--- src/lro_pkg.sv ---
// constants, register map and core state type for the load and return decoder
package lro_pkg;

  // ****************************************
  // bus geometry and responses
  // ****************************************
  localparam int          ADDR_W      = 8;       // axi address width
  localparam logic [1:0]  RESP_OKAY   = 2'h0;    // normal answer
  localparam logic [1:0]  RESP_SLVERR = 2'h2;    // unmapped address answer

  // ****************************************
  // register byte addresses
  // ****************************************
  localparam logic [ADDR_W-1:0] REG_OPCODE = 8'h00; // write issues one opcode
  localparam logic [ADDR_W-1:0] REG_ACC    = 8'h04; // accumulator
  localparam logic [ADDR_W-1:0] REG_PTR    = 8'h08; // index, upper bit, page
  localparam logic [ADDR_W-1:0] REG_PC     = 8'h0c; // program counter
  localparam logic [ADDR_W-1:0] REG_STACK  = 8'h10; // both stack levels
  localparam logic [ADDR_W-1:0] REG_FLAGS  = 8'h14; // carry, status, skip
  localparam logic [ADDR_W-1:0] REG_PORTS  = 8'h18; // synchronised port pins

  // ****************************************
  // field positions
  // ****************************************
  localparam int PTR_L_LSB      = 0;   // pointer index word
  localparam int PTR_H_BIT      = 4;   // upper pointer bit
  localparam int PTR_Z_LSB      = 8;   // page select
  localparam int STACK_LVL1_LSB = 16;  // stack level one
  localparam int FLAG_CARRY_BIT = 0;   // carry flag
  localparam int FLAG_STAT_BIT  = 1;   // status flag
  localparam int FLAG_SKIP_BIT  = 2;   // previous opcode was an index immediate load
  localparam int PORT2_LSB      = 4;   // second port in the ports word

  // ****************************************
  // opcodes
  // ****************************************
  localparam logic [7:0] OP_NOP         = 8'h00; // no operation
  localparam logic [7:0] OP_ACC_PORT1   = 8'h14; // acc from port group one
  localparam logic [7:0] OP_ACC_PORT2   = 8'h12; // acc from port group two
  localparam logic [7:0] OP_ACC_UPPER   = 8'h11; // acc bit 0 from upper bit
  localparam logic [7:0] OP_ACC_INDEX   = 8'h16; // acc from index word
  localparam logic [7:0] OP_RET         = 8'h1d; // subroutine return
  localparam logic [7:0] OP_COMPL       = 8'h1c; // one's complement of acc
  localparam logic [7:0] IDX_IMM_MASK   = 8'hf0; // index immediate pattern mask
  localparam logic [7:0] IDX_IMM_MATCH  = 8'h40; // index immediate pattern
  localparam logic [7:0] PAGE_IMM_MASK  = 8'hf8; // page immediate pattern mask
  localparam logic [7:0] PAGE_IMM_MATCH = 8'h30; // page immediate pattern
  localparam logic [9:0] PC_STEP        = 10'h001; // one program word

  // ****************************************
  // core state carrier
  // ****************************************
  typedef struct packed {
    logic [9:0] pc;               // program counter
    logic [9:0] stack_level_zero; // return address on top
    logic [9:0] stack_level_one;  // older return address
    logic [3:0] acc;              // accumulator
    logic [3:0] l;                // pointer_index_word
    logic [2:0] z;                // page_select_nibble
    logic       h;                // upper_pointer_bit
    logic       carry_flag;       // carry, kept by every opcode here
    logic       status_flag;      // status, kept by every opcode here
    logic       index_load_prev;  // last opcode was an index immediate load
  } lro_core_s;

  localparam lro_core_s CORE_RST = '{default: '0}; // all state clear

endpackage : lro_pkg

--- src/lro_sync2.sv ---
// two flip-flop synchroniser for asynchronous input pins
`timescale 1ns/1ps
`default_nettype none
module lro_sync2 #(
  parameter int WIDTH = 8                  // bits synchronised
) (
  input  wire logic             aclk,      // system clock
  input  wire logic             aresetn,   // synchronous reset, low
  input  wire logic [WIDTH-1:0] din,       // asynchronous pins
  output var  logic [WIDTH-1:0] dout       // synchronised copy
);
  logic [WIDTH-1:0] meta;                  // first stage, read by dout only

  // ****************************************
  // two stages, first one read by nothing else
  // ****************************************
  always_ff @(posedge aclk) begin
    if (!aresetn) begin
      meta <= '0;
      dout <= '0;
    end else begin
      meta <= din;
      dout <= meta;
    end
  end
endmodule : lro_sync2
`default_nettype wire

--- src/lro_decoder.sv ---
// load, complement and return execution unit behind an axi4-lite slave
// Function
// - opcode 14: accumulator takes port group one
// - opcode 12: accumulator takes port group two
// - opcode 11: upper pointer bit into accumulator bit0
// - opcode 16: accumulator takes pointer index word
// - 0100xxxx loads immediate into pointer index
// - back-to-back index immediate load is skipped
// - 00110xxx loads immediate into page select
// - complement inverts all four accumulator bits
// - return: pc from level zero, pop level one
`timescale 1ns/1ps
`default_nettype none
module lro_decoder (
  input  wire logic                      aclk,     // system clock, 100 mhz
  input  wire logic                      aresetn,  // synchronous reset, low
  input  wire logic [3:0]                port_one, // input_port_group_one pins
  input  wire logic [3:0]                port_two, // input_port_group_two pins
  input  wire logic [lro_pkg::ADDR_W-1:0] awaddr,  // write address
  input  wire logic                      awvalid,  // write address valid
  output var  logic                      awready,  // write address ready
  input  wire logic [31:0]               wdata,    // write data
  input  wire logic [3:0]                wstrb,    // write byte enables
  input  wire logic                      wvalid,   // write data valid
  output var  logic                      wready,   // write data ready
  output var  logic [1:0]                bresp,    // write response
  output var  logic                      bvalid,   // write response valid
  input  wire logic                      bready,   // write response ready
  input  wire logic [lro_pkg::ADDR_W-1:0] araddr,  // read address
  input  wire logic                      arvalid,  // read address valid
  output var  logic                      arready,  // read address ready
  output var  logic [31:0]               rdata,    // read data
  output var  logic [1:0]                rresp,    // read response
  output var  logic                      rvalid,   // read data valid
  input  wire logic                      rready    // read data ready
);
  // ****************************************
  // declarations
  // ****************************************
  lro_pkg::lro_core_s         core;       // architectural state
  lro_pkg::lro_core_s         next_core;  // state after the issued opcode
  logic [7:0]                 port_sync;  // {two, one} after synchroniser
  logic [lro_pkg::ADDR_W-1:0] aw_addr;    // held write address
  logic                       aw_held;    // write address captured
  logic [31:0]                w_data;     // held write data
  logic [3:0]                 w_strb;     // held byte enables
  logic                       w_held;     // write data captured
  logic                       do_write;   // both halves present
  logic                       exec;       // opcode issued this cycle
  logic [7:0]                 last_op;    // last issued opcode
  logic [7:0]                 op;         // opcode being issued

  // byte-lane merge of a write into an old register value
  function automatic logic [31:0] merge(input logic [31:0] old_v,
                                        input logic [31:0] new_v,
                                        input logic [3:0]  strb);
    logic [31:0] res;
    res = old_v;
    for (int i = 0; i < 4; i++) begin
      if (strb[i]) begin
        res[8*i +: 8] = new_v[8*i +: 8];
      end
    end
    return res;
  endfunction : merge

  // true for a mapped register address
  function automatic logic mapped(input logic [lro_pkg::ADDR_W-1:0] a);
    return (a == lro_pkg::REG_OPCODE) || (a == lro_pkg::REG_ACC) ||
           (a == lro_pkg::REG_PTR) || (a == lro_pkg::REG_PC) ||
           (a == lro_pkg::REG_STACK) || (a == lro_pkg::REG_FLAGS) ||
           (a == lro_pkg::REG_PORTS);
  endfunction : mapped

  // pointer register word
  function automatic logic [31:0] ptr_word(input lro_pkg::lro_core_s c);
    logic [31:0] w;
    w = '0;
    w[lro_pkg::PTR_L_LSB +: 4] = c.l;
    w[lro_pkg::PTR_H_BIT]      = c.h;
    w[lro_pkg::PTR_Z_LSB +: 3] = c.z;
    return w;
  endfunction : ptr_word

  // stack register word
  function automatic logic [31:0] stack_word(input lro_pkg::lro_core_s c);
    logic [31:0] w;
    w = '0;
    w[9:0] = c.stack_level_zero;
    w[lro_pkg::STACK_LVL1_LSB +: 10] = c.stack_level_one;
    return w;
  endfunction : stack_word

  // flags register word
  function automatic logic [31:0] flag_word(input lro_pkg::lro_core_s c);
    logic [31:0] w;
    w = '0;
    w[lro_pkg::FLAG_CARRY_BIT] = c.carry_flag;
    w[lro_pkg::FLAG_STAT_BIT]  = c.status_flag;
    w[lro_pkg::FLAG_SKIP_BIT]  = c.index_load_prev;
    return w;
  endfunction : flag_word

  // ****************************************
  // pin synchroniser
  // ****************************************
  lro_sync2 #(.WIDTH(8)) u_sync (
    .aclk    (aclk),
    .aresetn (aresetn),
    .din     ({port_two, port_one}),
    .dout    (port_sync)
  );

  // ****************************************
  // write channels
  // ****************************************
  assign do_write = aw_held && w_held && !bvalid;
  assign op       = w_data[7:0];
  assign exec     = do_write && (aw_addr == lro_pkg::REG_OPCODE) && w_strb[0];

  // address and data taken in either order, response after both
  always_ff @(posedge aclk) begin
    if (!aresetn) begin
      awready <= 1'b0;
      wready  <= 1'b0;
      aw_held <= 1'b0;
      w_held  <= 1'b0;
      aw_addr <= '0;
      w_data  <= '0;
      w_strb  <= '0;
      bvalid  <= 1'b0;
      bresp   <= lro_pkg::RESP_OKAY;
    end else begin
      // each ready opens when its own channel holds nothing
      awready <= !aw_held && !(awvalid && awready);
      wready  <= !w_held && !(wvalid && wready);
      if (awvalid && awready) begin
        aw_held <= 1'b1;
        aw_addr <= awaddr;
      end
      if (wvalid && wready) begin
        w_held <= 1'b1;
        w_data <= wdata;
        w_strb <= wstrb;
      end
      if (do_write) begin
        bvalid <= 1'b1;
        bresp  <= mapped(aw_addr) ? lro_pkg::RESP_OKAY : lro_pkg::RESP_SLVERR;
      end else if (bvalid && bready) begin
        // response taken, free both holders
        bvalid  <= 1'b0;
        aw_held <= 1'b0;
        w_held  <= 1'b0;
      end
    end
  end

  // ****************************************
  // opcode execution
  // ****************************************
  // every opcode takes one cycle; all but return advance pc by one word
  always_comb begin
    next_core          = core;
    next_core.index_load_prev = 1'b0;
    next_core.pc = core.pc + lro_pkg::PC_STEP;
    if (op == lro_pkg::OP_ACC_PORT1) begin
      next_core.acc = port_sync[3:0];
    end else if (op == lro_pkg::OP_ACC_PORT2) begin
      next_core.acc = port_sync[lro_pkg::PORT2_LSB +: 4];
    end else if (op == lro_pkg::OP_ACC_UPPER) begin
      next_core.acc = {3'h0, core.h};
    end else if (op == lro_pkg::OP_ACC_INDEX) begin
      next_core.acc = core.l;
    end else if ((op & lro_pkg::IDX_IMM_MASK) == lro_pkg::IDX_IMM_MATCH) begin
      next_core.index_load_prev = 1'b1;
      if (!core.index_load_prev) begin
        next_core.l = op[3:0];
      end
    end else if ((op & lro_pkg::PAGE_IMM_MASK) == lro_pkg::PAGE_IMM_MATCH) begin
      next_core.z = op[2:0];
    end else if (op == lro_pkg::OP_COMPL) begin
      next_core.acc = ~core.acc;
    end else if (op == lro_pkg::OP_RET) begin
      next_core.pc               = core.stack_level_zero;
      next_core.stack_level_zero = core.stack_level_one;
    end
  end

  // core state: issued opcodes or direct register writes
  always_ff @(posedge aclk) begin
    if (!aresetn) begin
      core    <= lro_pkg::CORE_RST;
      last_op <= lro_pkg::OP_NOP;
    end else if (exec) begin
      core    <= next_core;
      last_op <= op;
    end else if (do_write) begin
      if (aw_addr == lro_pkg::REG_ACC) begin
        core.acc <= 4'(merge({28'h0, core.acc}, w_data, w_strb));
      end else if (aw_addr == lro_pkg::REG_PTR) begin
        core.l <= 4'(merge(ptr_word(core), w_data, w_strb) >> lro_pkg::PTR_L_LSB);
        core.h <= 1'(merge(ptr_word(core), w_data, w_strb) >> lro_pkg::PTR_H_BIT);
        core.z <= 3'(merge(ptr_word(core), w_data, w_strb) >> lro_pkg::PTR_Z_LSB);
      end else if (aw_addr == lro_pkg::REG_PC) begin
        core.pc <= 10'(merge({22'h0, core.pc}, w_data, w_strb));
      end else if (aw_addr == lro_pkg::REG_STACK) begin
        core.stack_level_zero <= 10'(merge(stack_word(core), w_data, w_strb));
        core.stack_level_one  <= 10'(merge(stack_word(core), w_data, w_strb)
                                     >> lro_pkg::STACK_LVL1_LSB);
      end else if (aw_addr == lro_pkg::REG_FLAGS) begin
        core.carry_flag <= 1'(merge(flag_word(core), w_data, w_strb) >> lro_pkg::FLAG_CARRY_BIT);
        core.status_flag <= 1'(merge(flag_word(core), w_data, w_strb) >> lro_pkg::FLAG_STAT_BIT);
      end
    end
  end

  // ****************************************
  // read channel
  // ****************************************
  // one read at a time, answer one cycle after the address
  always_ff @(posedge aclk) begin
    if (!aresetn) begin
      arready <= 1'b0;
      rvalid  <= 1'b0;
      rdata   <= '0;
      rresp   <= lro_pkg::RESP_OKAY;
    end else if (arvalid && arready) begin
      arready <= 1'b0;
      rvalid  <= 1'b1;
      rresp   <= lro_pkg::RESP_OKAY;
      if (araddr == lro_pkg::REG_OPCODE) begin
        rdata <= {24'h0, last_op};
      end else if (araddr == lro_pkg::REG_ACC) begin
        rdata <= {28'h0, core.acc};
      end else if (araddr == lro_pkg::REG_PTR) begin
        rdata <= ptr_word(core);
      end else if (araddr == lro_pkg::REG_PC) begin
        rdata <= {22'h0, core.pc};
      end else if (araddr == lro_pkg::REG_STACK) begin
        rdata <= stack_word(core);
      end else if (araddr == lro_pkg::REG_FLAGS) begin
        rdata <= flag_word(core);
      end else if (araddr == lro_pkg::REG_PORTS) begin
        rdata <= {24'h0, port_sync};
      end else begin
        // unmapped: zero data, slave error
        rdata <= '0;
        rresp <= lro_pkg::RESP_SLVERR;
      end
    end else if (rvalid && rready) begin
      rvalid  <= 1'b0;
      arready <= 1'b1;
    end else begin
      arready <= !rvalid;
    end
  end
endmodule : lro_decoder
`default_nettype wire

--- config.mk ---
export PLATFORM = sky130hd
export DESIGN_NAME = lro_decoder
export DESIGN_NICKNAME = d
export VERILOG_FILES = /design/src/lro_pkg.sv /design/src/lro_sync2.sv /design/src/lro_decoder.sv
export SDC_FILE = /design/constraint.sdc
export NUM_CORES = 1
export LEC_CHECK = 0
export ABC_AREA = 1
export BUFFER_PORTS_ARGS = -buffer_cell sky130_fd_sc_hd__buf_2
export CAP_MARGIN = 10
export CORE_MARGIN = 5
export CORE_UTILIZATION = 45
export CTS_CLUSTER_DIAMETER = 40
export CTS_CLUSTER_SIZE = 12
export DETAILED_ROUTE_END_ITERATION = 10
export PLACE_DENSITY_LB_ADDON = 0.3
export SKIP_CTS_REPAIR_TIMING = 1
export SYNTH_ARGS = -nofsm -noshare
export SYNTH_HDL_FRONTEND = slang
export SYNTH_HIERARCHICAL = 1
export SYNTH_SLANG_ARGS = --single-unit
export TNS_END_PERCENT = 5
--- constraint.sdc ---
create_clock -name aclk -period 1.85 [get_ports aclk]
set_input_delay 0.2775 -clock aclk [delete_from_list [all_inputs] [get_ports aclk]]
set_output_delay 0.2775 -clock aclk [all_outputs]
set_load 0.05 [all_outputs]
==> results.md <==
- Result of the run: finished, final reports clean
- Clock buffer depth: 2
- Net count reported at finish: 1117
- Number of nets still failing antenna checks after routing: 0
- Mean cell area of the mapped netlist: 6.89 sq um
- Family with the most delay on the worst path: simple AND/OR/NAND/NOR gates
- Cell type contributing the most total cell area after synthesis: sky130_fd_sc_hd__dfxtp_1
- Minimum clock period after layout: 1.76 ns
- Diode insertion count for antenna repair: 0
- Final period utilization: 0.951
- Sequential element share of the synthesized area: 0.410
- Leading cell types by count after synthesis: sky130_fd_sc_hd__nand2_1, sky130_fd_sc_hd__nor2_1, sky130_fd_sc_hd__dfxtp_1
- Total of flip-flops plus latches after synthesis: 132
- Mean number of vias per cell: 5.14
- Global-route wire length before repair: 29600 um
- TritonCTS clock tree: done
- Longest individual stage delay on the worst path: 0.34 ns
- Core area: 13900 sq um
- Combined global-route utilization of all metal layers: 0.224
- Starting Density: 0.462
- Relative area change from synthesis to final layout: 22.6%
- Pre-CTS WS: 0.0738 ns
- Share of the synthesized area in the top cell type: 0.410
- Critical Path Fanout Max: 15
- Count of flip-flops with a built-in enable after synthesis: 0
- Slew Limit Fails: 0
- Worst-path cell with the longest stage delay: sky130_fd_sc_hd__dfxtp_1
- Weighted congestion reported at the end of routability-driven placement: 0.954
- RSZ-0062 raised after global routing: true
- DRC violation count after routing: 0
- Peak VDD IR: 607 uV
- Distinct cell type count after synthesis: 43
- Via count of the routed design: 6386
- Netlist area before placement: 6440 sq um
- Chip Height: 130 um
- Count of final setup violators: 0
- Hold Path Depth: 3
- Main flop type after synthesis: sky130_fd_sc_hd__dfxtp_1
- Number of antenna violations at the first check in global routing: 0
- Pwr Density: 896 nW/um^2
- Cts bufs inserted: 17
- Crit path launch type: flop
- I/O pin count: 108
- Hold Violations, Final: 0
- 1st-pass router iterations: 5
- Endpoint arrival time on the critical path: 2.07 ns
- IO buf count: 83
- Warning count from the yosys run: 6
- DRC violation total after the first TritonRoute iteration: 604
- Setup WS post-layout: 0.0903 ns
- Crit Path Category: reg -> reg
- Critical Path RT: 2.16 ns
- Residual overflow from global routing: 0
- Number of global-route vias before repair: 5894
- Cell Rows: 43
- Cell count after synthesis: 934
- Die Wd: 130 um
- Reported leakage power: 3.47 nW
- Share of synthesized flip-flops with an asynchronous set or reset: 0
- Final wirelength: 18500 um
- Average routed wire per standard cell: 14.9 um
- Worst path bufs/invs: 1
- Most area-consuming cells after synthesis: sky130_fd_sc_hd__dfxtp_1, sky130_fd_sc_hd__nand2_1, sky130_fd_sc_hd__nor2_1, sky130_fd_sc_hd__o21ai_0, sky130_fd_sc_hd__a21oi_1
- Setup Total Neg Slack: 0 ns
- Highest attainable clock frequency: 568 MHz
- Core Util, Final: 0.566
- Number of clock sinks: 132
- Design area: 7890 sq um
- Clock root buffer: sky130_fd_sc_hd__clkbuf_16
- Critical path cell sequence: nor2_4 > nand2_2 > nor2_4 > nand2_8 > nand2_2 > nand2_1 > a21oi_4 > inv_2 > nor2_1 > nor2_1
- Number of violations of the max-capacitance limit: 0
- Post-CTS clock slew at the launch and capture registers of the worst setup and hold paths: 0.06 ns
- Clock latency at the later pin of the worst-skew pair: 0.42 ns
- Number of filler instances in the final layout: 1351
- Estimated wirelength of the detail-placed design: 13900 um
- Area of combinational cells with multiple inputs: 3200 sq um
- Depth of the CTS H-tree: 4
- Reg2Reg Depth: 10
- FF/Latch Area: 2650 sq um
- Most frequent cell after synthesis: sky130_fd_sc_hd__nand2_1
- DP Area: 7190 sq um
- Area of the die: 16800 sq um
- Hold Worst Slack: 0.0418 ns
- Worst min path class: in -> reg
- Critical path depth in cells: 10
- Share of layout cells above drive strength 1: 0.206
- Maximum number of pins on one net before global-route repair: 47
- Post-route clock skew: 0.00835 ns
- Kind of end point of the critical path: flop
[power by group]
group	internal [W]	total [W]	switching, W
sequential	0.00293	0.00300	0.0000654
combinational	0.000206	0.000670	0.000464
clock	0.00215	0.00340	0.00125
total	0.00529	0.00707	0.00178
[logic make-up after synthesis]
kind of cell | Yosys count | share of synthesized area
xor+xnor | 5 | 0.00680
flops | 132 | 0.410
fa+ha+maj | 1 | 0.00194
buf+inv | 155 | 0.107
compound gates | 211 | 0.176
simple gates | 429 | 0.297
other cells | 1 | 0.000583
[flip-flops by register name (all words and copies together) (netlist names), 4 cells and up]
register	cells
w_strb	4
rdata	21
core	45
last_op	8
u_sync/dout	8
w_data	21
u_sync/meta	8
aw_addr	8
[layout by cell type, fill, tap and decap left out, drive strengths merged]
cell type / Yosys / routed
inv: 106 / 106
nand4: 8 / 8
o31ai: 3 / 3
o211ai: 6 / 6
a41oi: 2 / 2
clkinv: 2 / 9
nor2: 160 / 160
a31oi: 2 / 2
o21ai: 102 / 102
o311ai: 1 / 1
a311oi: 1 / 1
o22ai: 1 / 1
nand2: 168 / 168
dfxtp: 132 / 132
bufinv: 0 / 3
o21bai: 2 / 2
xor2: 5 / 5
nor3: 14 / 14
a21oi: 87 / 87
o221ai: 2 / 2
conb: 1 / 13
clkinvlp: 0 / 4
buf: 28 / 130
clkbuf: 19 / 19
a211oi: 2 / 2
ha: 1 / 1
nand3: 78 / 78
nor4: 1 / 1
[worst register-to-register path, stage by stage (launching register included)]
cell,delay (ns)
sky130_fd_sc_hd__dfxtp_1,0.34
sky130_fd_sc_hd__nor2_4,0.16
sky130_fd_sc_hd__nand2_2,0.09
sky130_fd_sc_hd__nor2_4,0.17
sky130_fd_sc_hd__nand2_8,0.15
sky130_fd_sc_hd__nand2_2,0.12
sky130_fd_sc_hd__nand2_1,0.11
sky130_fd_sc_hd__a21oi_4,0.19
sky130_fd_sc_hd__inv_2,0.11
sky130_fd_sc_hd__nor2_1,0.15
sky130_fd_sc_hd__nor2_1,0.06
[through the flow]
stage	std cells	total power [W]
after floorplan	946	0.00351
after global placement	1205	0.00370
after detailed placement	1205	0.00371
after CTS	1237	0.00710
after global routing	1242	0.00732
final	1242	0.00707
[layout make-up]
type,count,share of cell area
clock inverters,13,0.0201
repair inverters,1,0.000951
flip-flops and latches,132,0.335
well taps,180,0.0285
multi-input cells,659,0.406
repair buffers,130,0.100
clock buffers,19,0.0561
inverters,108,0.0525
[layer usage]
layer	vias up	wire length [um]	share of wire	GRT usage
li1	3256	-	-	-
met5	-	0	0	0
met2	243	8010	0.43	0.347
met3	42	1510	0.082	0.0495
met1	2845	8440	0.46	0.305
met4	0	494	0.027	0.0880
[path summary, 6_finish.rpt]
check / slack, ns / to / start
setup / recovery: 0.09 / core[27] / aw_addr[0]
hold / removal: 0.04 / u_sync/meta[0] / port_one[0]
setup reg to reg: 0.09 / core[27] / aw_addr[0]
hold reg to reg: 0.41 / u_sync/dout[7] / u_sync/meta[7]
No activity file was read; power rests on OpenSTA's default activity.
